==> config.mk <==
export PLATFORM = sky130hd
export DESIGN_NAME = sfp_port
export DESIGN_NICKNAME = d
export VERILOG_FILES = /design/src/design/sfp_pkg.sv /design/src/design/sfp_port.sv /design/src/design/sfp_fifo.sv
export VERILOG_INCLUDE_DIRS = /design/src /design/src/design
export SDC_FILE = /design/constraint.sdc
export NUM_CORES = 1
export LEC_CHECK = 0
export BUFFER_PORTS_ARGS = -buffer_cell sky130_fd_sc_hd__buf_2
export CAP_MARGIN = 20
export CORE_ASPECT_RATIO = 0.9
export CORE_MARGIN = 4
export CORE_UTILIZATION = 64
export DETAILED_ROUTE_END_ITERATION = 6
export GPL_ROUTABILITY_DRIVEN = 0
export GPL_TIMING_DRIVEN = 0
export PLACE_DENSITY = 0.84
export SLEW_MARGIN = 15
export SYNTH_ARGS = -nofsm -noshare
export SYNTH_HDL_FRONTEND = slang
export SYNTH_SLANG_ARGS = --single-unit
==> constraint.sdc <==
create_clock -name clk_sys -period 4.51 [get_ports clk_sys]
set_clock_uncertainty 0.1 [all_clocks]
set_input_delay 0.2255 -clock clk_sys [delete_from_list [all_inputs] [get_ports clk_sys]]
set_output_delay 0.2255 -clock clk_sys [all_outputs]
set_load 0.05 [all_outputs]
==> src/design/sfp_params.svh <==
// constants of the serial flash slave port
// assumes inclusion by bare name from design files only
`ifndef SFP_PARAMS_SVH
`define SFP_PARAMS_SVH
`define SFP_FIFO_DEPTH 8
`define SFP_FIFO_AW 3
`define SFP_BYTE_W 8
`define SFP_BITCNT_W 3
`define SFP_STATUS_RST 8'h00
`define SFP_PROT_LSB 2
`define SFP_PROT_W 3
`endif

==> src/design/sfp_pkg.sv <==
// types of the serial flash slave port
// assumes sfp_params.svh sits beside it
package sfp_pkg;
    typedef enum logic [1:0] {
        SFP_IDLE = 2'b00,
        SFP_WAIT = 2'b01,
        SFP_RUN = 2'b10,
        SFP_HOLD = 2'b11
    } sfp_state_type;
endpackage

==> src/design/sfp_port.sv <==
// serial flash spi slave port: shifter, select, hold, protect gate
// assumes link pins are asynchronous and sampled by clk_sys (100 MHz)
// Notes on behaviour
// - output bit changes only after a falling serial clock edge or a select falling edge
// - input bit sampled on every rising serial clock edge while selected and not held
// - select high means unselected and serial_out released
// - deselected goes to standby only after internal cycle ends
// - select low makes the port active and ready for a command
// - commands ignored until a select falling edge after power-up
// - during hold: output released, inputs ignored, state kept
// - write protect low freezes the three protect size bits
// - both clock modes: sample rising, drive falling
// - only the selected device drives the shared output
// - hold starts and ends only while serial clock is low
// - deselect during hold resets interface; restart needs release
// - modify commands rejected unless clock count is multiple of 8; here frame_whole flags every whole frame and modify_cmd has no effect
`timescale 1ns/1ns
`include "sfp_params.svh"
module sfp_port (
    input wire logic clk_sys,
    input wire logic rst_n,
    input wire logic sclk,
    input wire logic sel_n,
    input wire logic serial_in,
    input wire logic pause_n,
    input wire logic wprot_n,
    output logic serial_out,
    output logic serial_out_oe,
    input wire logic [7:0] tx_data,
    input wire logic tx_valid,
    output logic tx_ready,
    output logic [7:0] rx_data,
    output logic rx_valid,
    input wire logic rx_ready,
    output logic rx_first,
    input wire logic modify_cmd,
    output logic frame_end,
    output logic frame_whole,
    input wire logic busy,
    input wire logic [2:0] prot_wr_data,
    input wire logic prot_wr,
    output logic [2:0] protect_size,
    output logic active,
    output logic standby,
    output logic held,
    output logic armed
);
    typedef struct packed {
        logic [1:0] sc, sl, si, ps, wp;
        sfp_pkg::sfp_state_type st;
        logic armed;
        logic [`SFP_BITCNT_W-1:0] bits;
        logic [7:0] sh_in;
        logic [7:0] sh_out;
        logic first;
        logic pend_first;
        logic outb;
        logic [2:0] prot;
        logic fend;
        logic fwhole;
        logic [7:0] rxb;
        logic rxv;
    } sfp_state_type;
    sfp_state_type s_q, s_d;
    logic sc_rise, sc_fall, sel_fall, sel_rise, fifo_in_ready;

    // edges from the second sync stage and its registered copy only
    logic sc_prev_q, sl_prev_q;
    always_ff @(posedge clk_sys) begin
        if (!rst_n) begin
            sc_prev_q <= 1'b0;
            // low like the sync stages: a select held low since
            // power-up must not look like a falling edge
            sl_prev_q <= 1'b0;
        end else begin
            sc_prev_q <= s_q.sc[1];
            sl_prev_q <= s_q.sl[1];
        end
    end
    assign sc_rise = s_q.sc[1] && !sc_prev_q;
    assign sc_fall = !s_q.sc[1] && sc_prev_q;
    assign sel_fall = !s_q.sl[1] && sl_prev_q;
    assign sel_rise = s_q.sl[1] && !sl_prev_q;

    // main sequencing
    always_comb begin
        s_d = s_q;
        s_d.sc = {s_q.sc[0], sclk};
        s_d.sl = {s_q.sl[0], sel_n};
        s_d.si = {s_q.si[0], serial_in};
        s_d.ps = {s_q.ps[0], pause_n};
        s_d.wp = {s_q.wp[0], wprot_n};
        s_d.fend = 1'b0;
        s_d.fwhole = 1'b0;
        // byte handed to fifo leaves when taken
        if (s_q.rxv && fifo_in_ready) begin
            s_d.rxv = 1'b0;
        end
        if (sel_fall) begin
            s_d.armed = 1'b1;
        end
        case (s_q.st)
            sfp_pkg::SFP_IDLE: begin
                if (sel_fall) begin
                    s_d.st = sfp_pkg::SFP_RUN;
                    s_d.bits = '0;
                    s_d.pend_first = 1'b1;
                    s_d.sh_out = 8'hff;
                    s_d.outb = 1'b1; // mode 0 first bit has no fall
                end
            end
            sfp_pkg::SFP_WAIT: begin
                // deselected in hold: wait for pause release
                if (s_q.ps[1] && sel_fall) begin
                    s_d.st = sfp_pkg::SFP_RUN;
                    s_d.bits = '0;
                    s_d.pend_first = 1'b1;
                    s_d.sh_out = 8'hff;
                    s_d.outb = 1'b1;
                end
            end
            sfp_pkg::SFP_RUN: begin
                if (sel_rise) begin
                    s_d.st = sfp_pkg::SFP_IDLE;
                    s_d.fend = 1'b1;
                    s_d.fwhole = (s_q.bits == '0);
                end else if (!s_q.ps[1] && !s_q.sc[1]) begin
                    s_d.st = sfp_pkg::SFP_HOLD;
                end else begin
                    if (sc_rise) begin
                        // msb first capture
                        s_d.sh_in = {s_q.sh_in[6:0], s_q.si[1]};
                        s_d.bits = s_q.bits + `SFP_BITCNT_W'(1);
                        if (s_q.bits == 3'h7 && s_q.armed) begin
                            s_d.rxb = {s_q.sh_in[6:0], s_q.si[1]};
                            s_d.rxv = 1'b1;
                            s_d.first = s_q.pend_first;
                            s_d.pend_first = 1'b0;
                        end
                    end
                    if (sc_fall) begin
                        // shift out after falling edge
                        if (s_q.bits == '0 && !s_q.pend_first) begin
                            s_d.outb = (tx_valid ? tx_data[7] : 1'b1);
                            s_d.sh_out = {(tx_valid ? tx_data[6:0]
                                                    : 7'h7f), 1'b1};
                        end else begin
                            s_d.outb = s_q.sh_out[7];
                            s_d.sh_out = {s_q.sh_out[6:0], 1'b1};
                        end
                    end
                end
            end
            sfp_pkg::SFP_HOLD: begin
                if (sel_rise) begin
                    s_d.st = sfp_pkg::SFP_WAIT;
                    s_d.bits = '0;
                end else if (s_q.ps[1] && !s_q.sc[1]) begin
                    s_d.st = sfp_pkg::SFP_RUN;
                end
            end
            default: s_d.st = sfp_pkg::SFP_IDLE;
        endcase
        // protect bits frozen while protect pin low
        if (prot_wr && s_q.wp[1]) begin
            s_d.prot = prot_wr_data;
        end
    end

    always_ff @(posedge clk_sys) begin
        if (!rst_n) begin
            s_q <= '0;
            s_q.sl <= 2'b00;
            s_q.ps <= 2'b11;
            s_q.wp <= 2'b11;
            s_q.sh_out <= 8'hff;
            s_q.outb <= 1'b1;
            s_q.st <= sfp_pkg::SFP_IDLE;
        end else begin
            s_q <= s_d;
        end
    end

    // tx byte consumed when it is loaded into the shifter
    assign tx_ready = (s_q.st == sfp_pkg::SFP_RUN) && sc_fall
        && s_q.bits == '0 && !s_q.pend_first;

    sfp_fifo #(
        .WIDTH(9),
        .DEPTH(`SFP_FIFO_DEPTH),
        .AW(`SFP_FIFO_AW)
    ) u_rx_fifo (
        .clk_sys(clk_sys),
        .rst_n(rst_n),
        .clr(1'b0),
        .in_data({s_q.first, s_q.rxb}),
        .in_valid(s_q.rxv),
        .in_ready(fifo_in_ready),
        .out_data({rx_first, rx_data}),
        .out_valid(rx_valid),
        .out_ready(rx_ready)
    );

    // output released unless in run state and selected
    assign serial_out_oe = (s_q.st == sfp_pkg::SFP_RUN) && !s_q.sl[1];
    assign serial_out = s_q.outb;
    assign frame_end = s_q.fend;
    assign frame_whole = s_q.fwhole && modify_cmd || s_q.fwhole;
    assign protect_size = s_q.prot;
    assign active = !s_q.sl[1] || busy;
    assign standby = s_q.sl[1] && !busy;
    assign held = (s_q.st == sfp_pkg::SFP_HOLD);
    assign armed = s_q.armed;

    // checks
    property p_oe_off_when_desel;
        @(posedge clk_sys) disable iff (!rst_n)
        s_q.sl[1] |-> !serial_out_oe;
    endproperty
    a_oe_off_when_desel: assert property (p_oe_off_when_desel)
        else $error("output driven while deselected");
    property p_out_change_on_fall;
        @(posedge clk_sys) disable iff (!rst_n)
        !sc_fall && !sel_fall |=> $stable(serial_out);
    endproperty
    a_out_change_on_fall: assert property (p_out_change_on_fall)
        else $error("output changed without falling clock");
    property p_no_rx_unarmed;
        @(posedge clk_sys) disable iff (!rst_n)
        !s_q.armed |=> !$rose(s_q.rxv);
    endproperty
    a_no_rx_unarmed: assert property (p_no_rx_unarmed)
        else $error("byte taken before first select fall");
    property p_hold_quiet;
        @(posedge clk_sys) disable iff (!rst_n)
        held |-> !serial_out_oe ##1 ($stable(s_q.bits) || !held);
    endproperty
    a_hold_quiet: assert property (p_hold_quiet)
        else $error("hold disturbed state or drove output");
    property p_prot_frozen;
        @(posedge clk_sys) disable iff (!rst_n)
        !s_q.wp[1] |=> $stable(protect_size);
    endproperty
    a_prot_frozen: assert property (p_prot_frozen)
        else $error("protect bits changed while frozen");
    property p_hold_entry_clk_low;
        @(posedge clk_sys) disable iff (!rst_n)
        $rose(held) |-> !$past(s_q.sc[1]);
    endproperty
    a_hold_entry_clk_low: assert property (p_hold_entry_clk_low)
        else $error("hold entered with clock high");
    property p_whole_frame;
        @(posedge clk_sys) disable iff (!rst_n)
        frame_whole |-> frame_end ##0 $past(s_q.bits) == '0;
    endproperty
    a_whole_frame: assert property (p_whole_frame)
        else $error("partial frame flagged whole");
    property p_capture_rise;
        @(posedge clk_sys) disable iff (!rst_n)
        sc_rise && s_q.st == sfp_pkg::SFP_RUN && !sel_rise
            && s_q.ps[1] |=> s_q.sh_in[0] == $past(s_q.si[1]);
    endproperty
    a_capture_rise: assert property (p_capture_rise)
        else $error("input bit not captured on rising edge");
    c_byte: cover property (@(posedge clk_sys) $rose(s_q.rxv));
    c_hold: cover property (@(posedge clk_sys) $rose(held));
    c_wait: cover property (@(posedge clk_sys)
        s_q.st == sfp_pkg::SFP_WAIT);
endmodule

==> src/design/sfp_fifo.sv <==
// small flop fifo with valid/ready on both sides
// assumes one clock and synchronous active-low reset
`timescale 1ns/1ns
module sfp_fifo #(
    parameter int WIDTH = 8,
    parameter int DEPTH = 8,
    parameter int AW = 3
) (
    input wire logic clk_sys,
    input wire logic rst_n,
    input wire logic clr,
    input wire logic [WIDTH-1:0] in_data,
    input wire logic in_valid,
    output logic in_ready,
    output logic [WIDTH-1:0] out_data,
    output logic out_valid,
    input wire logic out_ready
);
    typedef struct packed {
        logic [DEPTH-1:0][WIDTH-1:0] mem;
        logic [AW-1:0] wp;
        logic [AW-1:0] rp;
        logic [AW:0] cnt;
    } sfp_fifo_state_type;
    sfp_fifo_state_type s_q, s_d;
    logic push, pop;

    // handshakes are combinational, data comes from flops
    assign in_ready = (s_q.cnt != (AW+1)'(DEPTH));
    assign out_valid = (s_q.cnt != '0);
    assign out_data = s_q.mem[s_q.rp];
    assign push = in_valid && in_ready;
    assign pop = out_valid && out_ready;

    // pointer and count update
    always_comb begin
        s_d = s_q;
        if (push) begin
            s_d.mem[s_q.wp] = in_data;
            s_d.wp = s_q.wp + AW'(1);
        end
        if (pop) begin
            s_d.rp = s_q.rp + AW'(1);
        end
        if (push && !pop) begin
            s_d.cnt = s_q.cnt + (AW+1)'(1);
        end else if (pop && !push) begin
            s_d.cnt = s_q.cnt - (AW+1)'(1);
        end
        if (clr) begin
            s_d.wp = '0;
            s_d.rp = '0;
            s_d.cnt = '0;
        end
    end

    always_ff @(posedge clk_sys) begin
        if (!rst_n) begin
            s_q <= '0;
        end else begin
            s_q <= s_d;
        end
    end
endmodule

==> results by stage <==
Yosys:
- The largest area contributor in the synthesized netlist is dfxtp_1.
- Yosys printed 0 warnings.
- Synthesis produced a netlist with a net count of 576.
- The register bit count reported by yosys is ~130.
- The count of flip-flops with a built-in enable after synthesis is 0.
- The register area share after synthesis is between 40% and 50%.
- The combined area of all synthesized cells is 5730 um2.
- The async set-reset flop share out of synthesis is 0%.
- In the synthesized netlist the dominant register cell turns out to be dfxtp_1.
- The library cell with the highest instance count after synthesis is dfxtp_1.
- The distinct cell type count after synthesis is 51.
- After synthesis, the most frequently instantiated cells are dfxtp_1, nand2_1, mux2i_1, nor2b_1, nand3_1.
- The synthesized area per cell is 10.5 um2.
- Sorting the synthesized cells by area gives the leading types as dfxtp_1, mux2i_1, mux4_2, nand2_1, nor2b_1.
- The share of synthesized area in the top cell type comes to 46.1%.
- The cell count after synthesis came out at 544.

STA:
- The worst slew margin relative to its limit is 36.0%.
- The clock period minus final worst setup slack is just over 3000 ps.
- The max-slew violation count was 0.
- The final total negative setup slack is 0 ps.
- Across all setup checks in the final design, the least slack found is 1460 ps.
- The highest clock rate is 328 MHz.
- Setup repair after global routing left no endpoint under its margin.
- Setup violations remaining at the end of the flow were counted as 0.
- The final hold violation count is 0.
- The final critical path takes up between 60 and 70% of the cycle.
- The transition time of the tightest slew-check pin is between 900 and 1000 ps.

Worst setup path:
- The required time of the critical path is 4180 ps.
- The slowest stage of the critical path is the clkbuf_1 cell.
- Grouping stages by cell kind, the critical path spends the most delay in buffers and inverters.
- The critical path crosses 5 cells after its start point.
- The critical path ends at rx_data[6].
- In this run the worst setup path begins at u_rx_fifo.s_q[5]$_SDFFE_PN0P_.
- The most numerous cell type found on the critical path is buf_2.
- Along the worst path, the maximum fanout reaches 10.
- The count of buffering cells on the critical path with inverters included is 3.
- The setup slack of the most critical reg-to-reg path is 1730 ps.
- The kind of critical path is flop to output port.
- The nature of the critical path endpoint is an output port.
- The worst register-to-register path ends at u_rx_fifo.s_q[3]$_SDFFE_PN0P_.
- The delay of the slowest cell on the worst path is 580 ps.
- Walking the worst path, the cells encountered are buf_2 > clkbuf_1 > mux4_2 > mux2_2 > buf_2.
- The data arrival at the endpoint of the critical path is 2720 ps.
- The worst setup path is launched from a flop.
- The depth of the most critical reg-to-reg path is 9.
- In this run the critical register-to-register path is launched from u_rx_fifo.s_q[0]$_SDFFE_PN0P_.

Detailed routing:
- The violation count after the first detailed-routing iteration is 341.
- The number of optimization iterations in the first detailed-route pass is 6.
- The mean routed wirelength per cell is 18.5 um.
- The detail route stage leaves a number of antenna-violating nets equal to 0.
- The total via count after detailed routing is 4441.
- The total routed wirelength is 13900 um.
- The average via count per standard cell is 5.92.
- For this run, design rule violations remaining after detail routing come to 0.

Clocking:
- Buffers inserted to repair hold after CTS numbered 14.
- The cell at the root of the clock tree is clkbuf_8.
- The number of levels in the clock H-tree is 4.
- The TritonCTS sink count is ~130.
- Once the clock tree was built, the resizer swapped 0 gates to a different size.
- The number of CTS-inserted buffers is 17.
- The latest clock arrival within the worst-skew pair is 520 ps.
- The CTS tree is yes.
- The clock-pin slew on the worst setup and hold paths is 60 ps.
- Counting along the longest clock path gives a buffer depth of 2.
- Buffers added to address setup during post-CTS repair amount to 0.

Finish:
- The net count of the finished layout is 650.
- Relative to the synthesized area, the layout overhead comes to 19.1%.
- The total area of multi-input combinational cells is between 2000 and 3000 um2.
- The fraction of final layout cells sized beyond drive strength 1 is 20.3%.
- Fill cells in the final layout number about 530.
- The sequential cells in the finished layout cover a total of 2640 um2.
- The final antenna diode count is 0.

Pwr:
- The net switching power is 748 uW.
- The maximum ir drop on the vdd rail is 0.307 mV.
- The share of power burned in combinational logic is 11.8%.
- The leakage power total is 2.75 nW.
- The internal portion of the total power is 2.21 mW.
- The share of power burned in registers is about 41%.
- The switching share of total power is 25.3%.
- The power per cell area is 433 nW/um2.
- The clock network burns 46.9% of the power.

Global route:
- The first global-routing pass estimated 22700 um of wire.
- After global routing the overflow that remains totals 0.
- In the global route stage, overall resource usage came out at 27.4%.
- The via count of the first global-routing pass was ~4600.
- The number of antenna violations at the first check in global routing is 0.
- Entering global routing, the biggest net connects 17 pins.

Floorplan:
- In this run the horizontal extent of the chip is 108 um.
- The die is about 98 um tall.
- The total core area is 8650 um2.
- The initial cell density of the core is 66.3%.
- The count of standard-cell rows is 32.
- In this run the count of I/O pins placed on the die edge is 45.
- The die covers roughly 11000 um2.

Status:
- The flow ran to the end, and the final reports show no timing, DRC or antenna violations.

Place:
- The number of port buffers is 41.
- The final HPWL from detailed placement is 8890 um.
- The post-place setup slack is around 1800 ps.

Run:
- The tool flagged a number of max-cap violations equal to 0.

Min path:
- The tightest min-delay check is of the input pin to flop type.
==> layer usage <==
layer  part of all wire (%)  global-route usage, %  up-vias  wire length [um]
met5                      0                      0        -                 0
met4                    2.3                   9.22        0               323
met3                    6.3                   6.35       36               881
met2                     50                   46.2      163              6970
met1                     41                   34.7     2198              5720
li1                       -                      -     2044                 -
==> tightest hold or removal path: stages <==
cell and delay [ps]:
buf_2 70, nand3b_1 90, o21ai_0 70, a2bb2oi_1 140
==> state kept, by name, indices dropped and copies added (netlist names) <==
| signal | flops |
|---|---|
| protect_size | 3 |
| frame_end | 1 |
| sc_prev_q | 1 |
| u_rx_fifo.s_q | 82 |
| armed | 1 |
| s_d | 5 |
| sl_prev_q | 1 |
| serial_out | 1 |
| s_q | 37 |
==> how the worst min path moves through the flow <==
stage	to	slack, ps	from	cells past startpoint
final	s_q[18]$_SDFFE_PN1P_	5	tx_data[0]	4
after global routing	s_q[18]$_SDFFE_PN1P_	20	tx_data[0]	4
after CTS	s_q[18]$_SDFFE_PN1P_	0.8	tx_data[0]	4
after detailed placement	s_q[42]$_SDFF_PN1_	290	s_d[42]$_SDFF_PN1_	1
after global placement	s_q[42]$_SDFF_PN1_	290	s_d[42]$_SDFF_PN1_	1
after floorplan	s_d[40]$_SDFF_PN1_	230	wprot_n	1
==> metrics by stage <==
stage | utilization, % | hold slack (ps) | area [um2] | instances | total power, mW
3_3_place_gp | 70.4 | 290 | 6080 | 704 | 1.56
5_1_grt | 78.9 | 22.9 | 6820 | 750 | 3.04
3_5_place_dp | 70.4 | 294 | 6080 | 704 | 1.57
4_1_cts | 78.9 | 0.774 | 6820 | 750 | 2.95
6_report | 78.9 | 5.19 | 6820 | 750 | 2.95
2_1_floorplan | - | 227 | 5730 | 544 | 1.49
==> logic make-up after synthesis <==
logic type	count (synthesis)	share of synthesized area [%]
fa+ha+maj	9	2.10
xor+xnor	6	0.917
compound gates	50	5.74
mux	109	23.2
simple gates	193	17.9
flops	132	46.1
buf+inv	45	4.06
==> power groups by stage <==
stage               Sequential, mW  Combinational [mW]  Clock (mW)
floorplan                     1.24               0.256           0
global placement              1.24               0.318           0
detailed placement            1.24               0.326           0
CTS                           1.22               0.348        1.39
global route                  1.23               0.377        1.44
finish                        1.22               0.348        1.39
==> final cells by class <==
cell class,instances,area share [%]
Clock buffer,21,6.58
Inverter,7,0.385
Clock inverter,11,2.20
Timing Repair Buffer,55,5.06
Tap cell,119,2.18
Sequential cell,132,38.7
Buffer,38,3.03
Multi-Input combinational cell,367,41.8
==> layout by cell type, fill, tap and decap left out, types with 2 or more instances in the layout <==
cell type / Yosys / final
clkbuf_8: 0 / 3
a21boi_0: 6 / 6
dlygate4sd3_1: 0 / 14
clkbuf_16: 0 / 16
nor3b_1: 2 / 2
and2_1: 14 / 14
nand2_1: 89 / 89
buf_4: 4 / 4
nand2b_1: 11 / 11
nor2_1: 4 / 4
buf_6: 3 / 3
o21a_1: 3 / 3
nor2b_1: 22 / 22
bufinv_16: 0 / 3
nor3_1: 4 / 4
nand2_4: 2 / 2
inv_1: 7 / 7
mux4_2: 18 / 18
clkinv_4: 0 / 3
ha_1: 8 / 8
nand3_1: 21 / 21
dfxtp_1: 132 / 132
a21oi_1: 4 / 4
nand3b_1: 9 / 9
clkbuf_1: 18 / 20
nor2_4: 2 / 2
buf_1: 4 / 4
clkinv_2: 0 / 2
mux2_2: 10 / 10
buf_2: 7 / 48
mux2i_1: 81 / 81
o21ai_1: 9 / 9
o21ai_0: 13 / 13
xnor2_1: 6 / 6
a2bb2oi_1: 8 / 8
a211oi_1: 2 / 2
clkinvlp_4: 0 / 2
No activity file was read; power rests on OpenSTA's default activity.
